`src/hw/mapper_pkg.sv`:
```
// package for the emulated opcode to macro address mapper
// assumes one 40 MHz clock and an active-low asynchronous reset
//
// What this block does
// - hardware maps each valid opcode to macro entry
// - opcodes 50H-FFH: clear low byte, shift right four
// - base-relative groups of four share one address
// - indexed nibble 0..F maps 0030 to 03F0
// - original instruction kept for shared macros
// - opcodes 48, 49, 4F map to 0480, 0490, 04F0
// - immediate 4A nibble 1..B maps 0050 to 02D0
// - I/O FFFE status, FFFF receive, 7FFF transmit
// - console output, input and status alias the UART I/O addresses
// - optional I/O commands flagged as unsupported
// - byte operand in low eight bits
// - long words use even/odd pairs, even high
// - byte size only for byte instructions
// - fixed point is two's complement, sign msb
package mapper_pkg;
  // ---------------------------------------------------------------
  // mapping constants
  // ---------------------------------------------------------------
  localparam logic [7:0] SHIFT_RULE_FIRST = 8'h50;
  localparam logic [7:0] BASE_REL_LAST = 8'h3f;
  localparam logic [7:0] INDEXED_FIRST = 8'h40;
  localparam logic [7:0] INDEXED_LAST = 8'h43;
  localparam logic [7:0] IO_TRANSFER_OP = 8'h48;
  localparam logic [7:0] VECTORED_IO_OP = 8'h49;
  localparam logic [7:0] IMMEDIATE_OP = 8'h4a;
  localparam logic [7:0] NATIVE_ESCAPE_OP = 8'h4f;
  localparam logic [15:0] SELECTOR_STEP = 16'h0040;
  localparam logic [15:0] BASE_REL_OFFSET = 16'h0020;
  localparam logic [15:0] INDEXED_OFFSET = 16'h0030;
  localparam logic [15:0] IMMEDIATE_OFFSET = 16'h0010;
  localparam logic [3:0] IMMEDIATE_SEL_FIRST = 4'h1;
  localparam logic [3:0] IMMEDIATE_SEL_LAST = 4'hb;
  localparam logic [15:0] MACRO_ADDR_RESET = 16'h0000;
  // ---------------------------------------------------------------
  // I/O map and console commands
  // ---------------------------------------------------------------
  localparam logic [15:0] UART_TRANSMIT_BUFFER = 16'h7fff;
  localparam logic [15:0] RISC_STATUS_WORD = 16'hfffe;
  localparam logic [15:0] UART_RECEIVE_BUFFER = 16'hffff;
  localparam logic [15:0] CONSOLE_OUTPUT = 16'h4000;
  localparam logic [15:0] CONSOLE_CLEAR = 16'h4001;
  localparam logic [15:0] CONSOLE_INPUT = 16'hc000;
  localparam logic [15:0] CONSOLE_STATUS_READ = 16'hc001;
  localparam logic [15:0] DISCRETE_OUTPUT_CMD = 16'h2008;
  localparam logic [15:0] RESET_DISCRETE_CMD = 16'h200a;
  localparam logic [15:0] PROTECT_ENABLE_CMD = 16'h4003;
  localparam logic [7:0] PROTECT_RAM_LOAD_HI = 8'h50;
  localparam logic [7:0] PROTECT_RAM_READ_HI = 8'hd0;
  localparam logic [15:0] INT_CODE1_READ = 16'ha001;
  localparam logic [15:0] INT_CODE2_READ = 16'ha002;
  localparam logic [15:0] DISCRETE_OUT_READ = 16'ha008;
  localparam logic [15:0] DISCRETE_IN_READ = 16'ha009;
  localparam logic [15:0] PROGRAMMED_OUTPUT_TEST = 16'ha00b;
  localparam logic [15:0] TRANSMIT_RESET = 16'h0000;
  // ---------------------------------------------------------------
  // register file and types
  // ---------------------------------------------------------------
  localparam int NUM_GEN_REGS = 20;
  localparam logic [7:0] BYTE_MASK = 8'hff;
  typedef enum logic [1:0] {SIZE_BYTE = 2'b00, SIZE_WORD = 2'b01, SIZE_LONG = 2'b11} op_size_t;
  typedef enum logic [2:0] {
    IO_NONE = 3'h0, IO_READ_STATUS = 3'h1, IO_READ_RX = 3'h3, IO_WRITE_TX = 3'h2,
    IO_NOP = 3'h6, IO_UNSUPPORTED = 3'h7, IO_EXTERNAL = 3'h5
  } io_action_t;
  typedef struct packed {
    logic valid;
    logic invalid;
    logic [15:0] addr;
  } macro_req_t;
endpackage

```
`src/hw/opcode_macro_address_mapper.sv`:
```
// opcode to macro entry mapper, I/O command decode, operand registers
// assumes fetch sequencer presents one instruction word per valid pulse
`timescale 1ns/1ps
module opcode_macro_address_mapper
  import mapper_pkg::*;
#(
  parameter int NUM_REGS = NUM_GEN_REGS
)(
  // clock and reset
  input wire logic clk_i,
  input wire logic nrst_i,
  // instruction from fetch sequencer
  input wire logic instr_valid_i,
  input wire logic [15:0] instr_i,
  // macro entry answer
  output macro_req_t macro_o,
  output logic [15:0] fetch_original_instruction_o,
  // I/O command from io_transfer_instruction macro
  input wire logic io_cmd_valid_i,
  input wire logic [15:0] io_cmd_i,
  input wire logic [15:0] named_target_register_i,
  input wire logic [15:0] status_word_i,
  input wire logic [15:0] rx_data_i,
  output io_action_t io_action_o,
  output logic [15:0] io_read_data_o,
  output logic [15:0] uart_transmit_buffer_o,
  output logic tx_load_o,
  // general register file
  input wire logic reg_wr_i,
  input wire logic [4:0] reg_wr_idx_i,
  input wire logic [31:0] reg_wr_data_i,
  input wire op_size_t size_i,
  input wire logic byte_instr_i,
  input wire logic [4:0] reg_rd_idx_i,
  output logic [31:0] operand_o,
  output logic operand_negative_o,
  output logic size_error_o
);
  // elaboration check on the register count
  if (NUM_REGS < 2 || NUM_REGS > 32 || NUM_REGS % 2 != 0)
  begin : g_bad_num_regs
    $error("NUM_REGS must be even and 2..32");
  end

  // ---------------------------------------------------------------
  // macro address mapping
  // ---------------------------------------------------------------
  function automatic logic [15:0] sel_addr(input logic [3:0] sel, input logic [15:0] offs);
    sel_addr = 16'({12'h000, sel} * SELECTOR_STEP) + offs;
  endfunction

  macro_req_t next_macro;
  logic [15:0] orig_instr, next_orig_instr;
  logic [7:0] op;

  // combinational mapping of the opcode byte
  always_comb
  begin
    op = instr_i[15:8];
    next_macro = '{valid: instr_valid_i, invalid: 1'b0, addr: macro_o.addr};
    next_orig_instr = instr_valid_i ? instr_i : orig_instr;
    if (instr_valid_i)
    begin
      if (op >= SHIFT_RULE_FIRST)
        next_macro.addr = 16'({instr_i[15:8], 8'h00} >> 4);
      else if (op <= BASE_REL_LAST)
        next_macro.addr = sel_addr(op[5:2], BASE_REL_OFFSET);
      else if (op >= INDEXED_FIRST && op <= INDEXED_LAST)
        next_macro.addr = sel_addr(instr_i[7:4], INDEXED_OFFSET);
      else if (op == IO_TRANSFER_OP || op == VECTORED_IO_OP || op == NATIVE_ESCAPE_OP)
        next_macro.addr = {4'h0, op, 4'h0};
      else if (op == IMMEDIATE_OP && instr_i[3:0] >= IMMEDIATE_SEL_FIRST
               && instr_i[3:0] <= IMMEDIATE_SEL_LAST)
        next_macro.addr = sel_addr(instr_i[3:0], IMMEDIATE_OFFSET);
      else
        next_macro.invalid = 1'b1;
    end
  end

  always_ff @(posedge clk_i or negedge nrst_i)
  begin
    if (!nrst_i)
    begin
      macro_o <= '{valid: 1'b0, invalid: 1'b0, addr: MACRO_ADDR_RESET};
      orig_instr <= 16'h0000;
    end
    else
    begin
      macro_o <= next_macro;
      orig_instr <= next_orig_instr;
    end
  end
  assign fetch_original_instruction_o = orig_instr;

  // ---------------------------------------------------------------
  // I/O command decode
  // ---------------------------------------------------------------
  function automatic io_action_t io_decode(input logic [15:0] cmd);
    io_decode = IO_EXTERNAL;
    if (cmd == RISC_STATUS_WORD || cmd == CONSOLE_STATUS_READ)
      io_decode = IO_READ_STATUS;
    else if (cmd == UART_RECEIVE_BUFFER || cmd == CONSOLE_INPUT)
      io_decode = IO_READ_RX;
    else if (cmd == UART_TRANSMIT_BUFFER || cmd == CONSOLE_OUTPUT)
      io_decode = IO_WRITE_TX;
    else if (cmd == CONSOLE_CLEAR)
      io_decode = IO_NOP;
    else if (cmd == DISCRETE_OUTPUT_CMD || cmd == RESET_DISCRETE_CMD
             || cmd == PROTECT_ENABLE_CMD || cmd[15:8] == PROTECT_RAM_LOAD_HI
             || cmd[15:8] == PROTECT_RAM_READ_HI || cmd == INT_CODE1_READ
             || cmd == INT_CODE2_READ || cmd == DISCRETE_OUT_READ
             || cmd == DISCRETE_IN_READ || cmd == PROGRAMMED_OUTPUT_TEST)
      io_decode = IO_UNSUPPORTED;
  endfunction

  io_action_t next_io_action;
  logic [15:0] next_io_read_data, next_tx;
  logic next_tx_load;

  // next values of the I/O answer
  always_comb
  begin
    next_io_action = io_cmd_valid_i ? io_decode(io_cmd_i) : IO_NONE;
    next_io_read_data = io_read_data_o;
    next_tx = uart_transmit_buffer_o;
    next_tx_load = 1'b0;
    unique case (next_io_action)
      IO_READ_STATUS: next_io_read_data = status_word_i;
      IO_READ_RX: next_io_read_data = rx_data_i;
      IO_WRITE_TX:
      begin
        next_tx = named_target_register_i;
        next_tx_load = 1'b1;
      end
      IO_NONE, IO_NOP, IO_UNSUPPORTED, IO_EXTERNAL: next_io_read_data = io_read_data_o;
    endcase
  end

  // register the I/O answer
  always_ff @(posedge clk_i or negedge nrst_i)
  begin
    if (!nrst_i)
    begin
      io_action_o <= IO_NONE;
      io_read_data_o <= 16'h0000;
      uart_transmit_buffer_o <= TRANSMIT_RESET;
      tx_load_o <= 1'b0;
    end
    else
    begin
      io_action_o <= next_io_action;
      io_read_data_o <= next_io_read_data;
      uart_transmit_buffer_o <= next_tx;
      tx_load_o <= next_tx_load;
    end
  end

  // ---------------------------------------------------------------
  // general registers and operand read
  // ---------------------------------------------------------------
  logic [15:0] regs [NUM_REGS];
  logic [15:0] next_regs [NUM_REGS];
  logic [4:0] even_wr, even_rd;
  logic [31:0] next_operand;
  logic next_negative, next_size_error;

  assign even_wr = {reg_wr_idx_i[4:1], 1'b0};
  assign even_rd = {reg_rd_idx_i[4:1], 1'b0};

  // next register contents and operand
  always_comb
  begin
    for (int i = 0; i < NUM_REGS; i++)
      next_regs[i] = regs[i];
    // byte size only for byte instructions
    next_size_error = ((size_i == SIZE_BYTE) != byte_instr_i) || size_i == 2'b10;
    if (reg_wr_i && !next_size_error && int'(reg_wr_idx_i) < NUM_REGS)
    begin
      unique case (size_i)
        // byte goes to low eight bits
        SIZE_BYTE: next_regs[reg_wr_idx_i][7:0] = reg_wr_data_i[7:0];
        SIZE_WORD: next_regs[reg_wr_idx_i] = reg_wr_data_i[15:0];
        SIZE_LONG:
        begin
          next_regs[even_wr] = reg_wr_data_i[31:16];
          next_regs[5'(even_wr + 5'd1)] = reg_wr_data_i[15:0];
        end
        default: next_size_error = 1'b1;
      endcase
    end
    next_operand = 32'h0000_0000;
    next_negative = 1'b0;
    if (int'(reg_rd_idx_i) < NUM_REGS)
    begin
      unique case (size_i)
        SIZE_BYTE: next_operand = {24'h000000, regs[reg_rd_idx_i][7:0] & BYTE_MASK};
        SIZE_WORD: next_operand = {16'h0000, regs[reg_rd_idx_i]};
        SIZE_LONG: next_operand = {regs[even_rd], regs[5'(even_rd + 5'd1)]};
        default: next_operand = 32'h0000_0000;
      endcase
      next_negative = size_i == SIZE_LONG ? next_operand[31]
                    : size_i == SIZE_WORD ? next_operand[15] : next_operand[7];
    end
  end

  // register file and operand flops
  always_ff @(posedge clk_i or negedge nrst_i)
  begin
    if (!nrst_i)
    begin
      for (int i = 0; i < NUM_REGS; i++)
        regs[i] <= 16'h0000;
      operand_o <= 32'h0000_0000;
      operand_negative_o <= 1'b0;
      size_error_o <= 1'b0;
    end
    else
    begin
      for (int i = 0; i < NUM_REGS; i++)
        regs[i] <= next_regs[i];
      operand_o <= next_operand;
      operand_negative_o <= next_negative;
      size_error_o <= next_size_error;
    end
  end

  // ---------------------------------------------------------------
  // checks
  // ---------------------------------------------------------------
  property p_shift_rule;
    @(posedge clk_i) disable iff (!nrst_i)
    instr_valid_i && instr_i[15:8] >= 8'h50 |=> macro_o.valid && !macro_o.invalid
      && macro_o.addr == {4'h0, $past(instr_i[15:8]), 4'h0};
  endproperty
  a_shift_rule: assert property (p_shift_rule) else $error("upper opcode address wrong");
  property p_base_rel;
    @(posedge clk_i) disable iff (!nrst_i)
    instr_valid_i && instr_i[15:8] <= 8'h3f |=> macro_o.addr[5:0] == 6'h20
      && macro_o.addr[9:6] == $past(instr_i[13:10]);
  endproperty
  a_base_rel: assert property (p_base_rel) else $error("base relative address wrong");
  property p_indexed;
    @(posedge clk_i) disable iff (!nrst_i)
    instr_valid_i && instr_i[15:10] == 6'h10 |=> macro_o.addr ==
      {6'h00, $past(instr_i[7:4]), 6'h30};
  endproperty
  a_indexed: assert property (p_indexed) else $error("indexed address wrong");
  property p_original;
    @(posedge clk_i) disable iff (!nrst_i)
    instr_valid_i ##1 (!instr_valid_i) [*2]
      |-> fetch_original_instruction_o == $past(instr_i, 2);
  endproperty
  a_original: assert property (p_original) else $error("original word lost");
  property p_escape;
    @(posedge clk_i) disable iff (!nrst_i)
    instr_valid_i && instr_i[15:8] == 8'h4f |=> macro_o.addr == 16'h04f0;
  endproperty
  a_escape: assert property (p_escape) else $error("escape address wrong");
  property p_immediate;
    @(posedge clk_i) disable iff (!nrst_i)
    instr_valid_i && instr_i[15:8] == 8'h4a && instr_i[3:0] == 4'hb |=> macro_o.addr == 16'h02d0;
  endproperty
  a_immediate: assert property (p_immediate) else $error("immediate address wrong");
  property p_console_out;
    @(posedge clk_i) disable iff (!nrst_i)
    io_cmd_valid_i && io_cmd_i == 16'h4000 |=> tx_load_o
      && uart_transmit_buffer_o == $past(named_target_register_i);
  endproperty
  a_console_out: assert property (p_console_out) else $error("console output not sent");
  property p_status_read;
    @(posedge clk_i) disable iff (!nrst_i)
    io_cmd_valid_i && io_cmd_i == 16'hfffe |=> io_read_data_o == $past(status_word_i);
  endproperty
  a_status_read: assert property (p_status_read) else $error("status read wrong");
  property p_unsupported;
    @(posedge clk_i) disable iff (!nrst_i)
    io_cmd_valid_i && io_cmd_i == 16'ha00b |=> io_action_o == IO_UNSUPPORTED && !tx_load_o;
  endproperty
  a_unsupported: assert property (p_unsupported) else $error("optional command taken");
  property p_invalid;
    @(posedge clk_i) disable iff (!nrst_i)
    instr_valid_i && instr_i[15:8] inside {[8'h44:8'h47], [8'h4b:8'h4e]} |=> macro_o.valid
      && macro_o.invalid && $stable(macro_o.addr);
  endproperty
  a_invalid: assert property (p_invalid) else $error("unlisted opcode not flagged");
endmodule

```
`config.mk`:
```
export PLATFORM = sky130hd
export DESIGN_NAME = opcode_macro_address_mapper
export DESIGN_NICKNAME = d
export VERILOG_FILES = /design/src/hw/mapper_pkg.sv /design/src/hw/opcode_macro_address_mapper.sv
export SDC_FILE = /design/constraint.sdc
export NUM_CORES = 1
export LEC_CHECK = 0
export BUFFER_PORTS_ARGS = -buffer_cell sky130_fd_sc_hd__buf_2
export CORE_ASPECT_RATIO = 0.6
export CORE_MARGIN = 2
export CORE_UTILIZATION = 50
export CTS_BUF_LIST = sky130_fd_sc_hd__clkbuf_4
export DETAILED_ROUTE_END_ITERATION = 10
export PLACE_DENSITY = 0.68
export REMOVE_ABC_BUFFERS = 1
export SLEW_MARGIN = 15
export SYNTH_ARGS = -nofsm -noshare
export SYNTH_HDL_FRONTEND = slang
export SYNTH_SLANG_ARGS = --single-unit
```
`constraint.sdc`:
```
create_clock -name clk_i -period 3.4 [get_ports clk_i]
set_input_delay 0.85 -clock clk_i [delete_from_list [all_inputs] [get_ports clk_i]]
set_output_delay 0.85 -clock clk_i [all_outputs]
set_load 0.01 [all_outputs]
```
==> run_results.csv <==
group,metric,value,unit
run_status,status,"complete, no violations",
finish,instances_no_fill,3192,
clock_tree,root_buffer,"clkbuf_4",
route,routed_via_density,6.91,
critical_path,r2r-start,"regs[179]",
route,drtAntennaViolNets,0,
power,seqPwrFrac,46.4,%
placed_design,hpwl,74700,um
global_route,antenna_found_initial,8,
sta,fin_crit_sh,79.0,%
power,intPower,0.00846,W
critical_path,worst-r2r-cell-count,5,
synthesis,syn_avg_cell_area,11.1,sq um
floorplan,die_h,174,um
power,power_switching,0.00393,W
synthesis,synth-async-reset-ratio,100,%
synthesis,synth_enable_flop_cells,0,
finish,nFillCells,4091,
synthesis,netlist_area,24100,sq um
route,drc,0,
power,clkPwrFrac,35.2,%
floorplan,initial_utilization,50.5,%
placed_design,dpl_cell_area,26400,sq um
clock_tree,cts.htree.levels,3,
finish,drive_gt1_share,32.6,%
sta,slew_headroom,15.3,%
sta,worst_pin_slew,1.26,ns
clock_tree,cts_setup_buffers,0,
power,comb_power_share,18.3,%
sta,hold_viol,0,
synthesis,yosys.cell_types.count,96,
floorplan,io_pins,234,
synthesis,synthFlopType,"dfrtp_1",
route,via_count,22100,
job,cap_violations,0,
synthesis,synth_cells,2178,
clock_tree,clock_path_buffers,3,
floorplan,die_area,50000,sq um
finish,fin_area,27700,sq um
floorplan,core.rowCount,62,
floorplan,core,47700,sq um
clock_tree,cts_tree,"done",
power,peakVddDrop,0.384,mV
route,wirelength,99700,um
critical_path,cp.arrival,3.44,ns
route,wl_per_cell,31.2,um
clock_tree,cts_resized,0,
power,swShare,31.7,%
synthesis,yosysMostFrequentCell,"dfrtp_1",
worst_hold_path,hold_class,"in -> async",
critical_path,rrSetupSlack,1.25,ns
critical_path,startpoint_type,"input port",
finish,areaGrowthSynthToFinish,15.1,%
floorplan,die_w,287,um
synthesis,synthTopCellsByArea,"dfrtp_1 (43%), mux4_2 (13%), mux2_2 (4.3%)",
synthesis,yosys-top-cells-count,"dfrtp_1 (416), nand2_1 (228), o21ai_0 (152)",
synthesis,yosys.area.top_type_share,43.2,%
global_route,grt_pass1_vias,20800,
sta,fmax,372,MHz
power,p_leak,12.5,nW
power,power_density,446,nW/um^2
clock_tree,clkSinkCount,416,
placed_design,globalplace.congestion,1.06,
placed_design,port_buffers,225,
critical_path,criticalPathCategory,"in -> reg",
sta,slew_violations,0,
sta,period_needed,2.69,ns
placed_design,pre_cts_slack,0.246,ns
placed_design,dp_cells,3013,
global_route,grt_max_degree,96,
sta,clock_skew,0.0684,ns
critical_path,r2r-end,"operand_o[3]",
sta,setup_ws,0.712,ns
global_route,grt_overflow_total,0,
global_route,grt_pass1_wl,144000,um
finish,layout.nets,2607,
synthesis,netlist.top_cell.by_area,"dfrtp_1",
synthesis,synth-warning-count,0,
sta,setup_viol_count_final,0,
synthesis,yosysSeqAreaShare,43.2,%
clock_tree,cts_buffers,102,
clock_tree,hold_buffers,0,
route,drt_iter0_markers,3473,
clock_tree,insertion_delay,0.89,ns
finish,post-route-util,58.2,%
critical_path,worstPathRequired,4.15,ns
route,drtPass1Iterations,8,
sta,grt_setup_unrepaired,"false",
synthesis,ys_seq_elements,416,
clock_tree,path_clk_slew,0.07,ns
global_route,track_usage,39.7,%
critical_path,path_max_fanout,24,
critical_path,cp-end-kind,"register",
logic make-up (layout without fill, tap and decap cells):
family / after synthesis / count (layout) / share of synthesized area, %
buf+inv: 200 / 559 / 4.39
other cells: 1 / 16 / 0.0156
compound gates: 649 / 649 / 18.0
xor+xnor: 1 / 1 / 0.0363
simple gates: 567 / 567 / 11.6
flops: 416 / 416 / 43.2
mux: 344 / 344 / 22.8
worst max-delay path, cell delays in order:
cell     delay (ns)
buf_2          0.40
nor2b_1        0.52
nand2_1        0.51
nor3_1         0.87
a221o_1        0.28
power by group through the flow:
stage	combinational (W)	clock (W)	sequential, W
floorplan	0.00111	0	0.00561
global placement	0.00213	0	0.00577
detailed placement	0.00218	0	0.00579
CTS	0.00218	0.00442	0.00570
global route	0.00239	0.00471	0.00576
finish	0.00227	0.00436	0.00575
cell type report:
type / instances / area, sq um / share of cell area, %
Multi-Input combinational cell: 1569 / 12700 / 45.7
Sequential cell: 416 / 10400 / 37.5
Timing Repair Buffer: 372 / 2480 / 8.94
Clock buffer: 144 / 1080 / 3.90
Tap cell: 640 / 801 / 2.89
Clock inverter: 27 / 203 / 0.731
Inverter: 16 / 60.1 / 0.216
Antenna cell: 8 / 20.0 / 0.0722
metrics by stage:
stage	hold WS [ns]	setup TNS, ns	total power, W
floorplan	0.461	-10.19	0.00672
global placement	0.459	0	0.00791
detailed placement	0.467	0	0.00797
CTS	0.0663	0	0.0123
global route	0.0825	0	0.0129
finish	0.0690	0	0.0124
cell usage in the layout, fill, tap and decap left out, types with 6 or more instances in the layout:
master	synthesis	layout
nor2b_1	18	18
clkinv_1	0	16
nand3_1	16	16
mux4_1	8	8
a21oi_1	103	103
mux2_1	16	16
a22o_1	8	8
buf_2	47	221
mux4_2	137	137
nand2b_1	13	13
o31ai_1	12	12
a221o_1	53	53
nor2_2	12	12
and2_0	16	16
buf_12	2	18
inv_1	15	14
mux2i_1	81	81
a21o_1	6	6
a22oi_1	107	107
and2_1	13	12
nand2_1	228	228
mux2_2	91	91
buf_4	33	131
o21ai_0	152	152
o21ai_1	40	38
diode_2	0	8
mux2_4	9	9
and3_1	17	17
clkbuf_4	0	144
nor2_4	12	12
dfrtp_1	416	416
conb_1	1	8
nor3_1	25	25
nor2_1	149	149
a311oi_1	7	7
o221ai_1	21	21
o22ai_1	73	73
a32oi_1	12	12
o22a_1	17	17
routing by layer:
| layer | vias to the layer above | GRT usage [%] | part of all wire [%] |
|---|---|---|---|
| met1 | 11100 | 58.7 | 42 |
| li1 | 8987 | - | - |
| met2 | 1809 | 45.9 | 36 |
| met4 | 2 | 7.86 | 1.5 |
| met5 | - | 1.73 | 0.12 |
| met3 | 159 | 27.7 | 20 |
how the worst max path moves through the flow:
| stage | to | depth (start not counted) | from | slack (ns) |
|---|---|---|---|---|
| after detailed placement | regs[144] | 5 | reg_wr_idx_i[1] | 0.25 |
| after global placement | regs[150] | 5 | reg_wr_idx_i[1] | 0.27 |
| after floorplan | register | 4 | size_i[0] | -0.25 |
| after CTS | io_read_data_o[0] | 1 | io_read_data_o[0] | 1.09 |
| final | regs[147] | 5 | reg_wr_idx_i[1] | 0.71 |
| after global routing | regs[147] | 5 | reg_wr_idx_i[1] | 0.85 |
(Power assumes the default switching activity.)
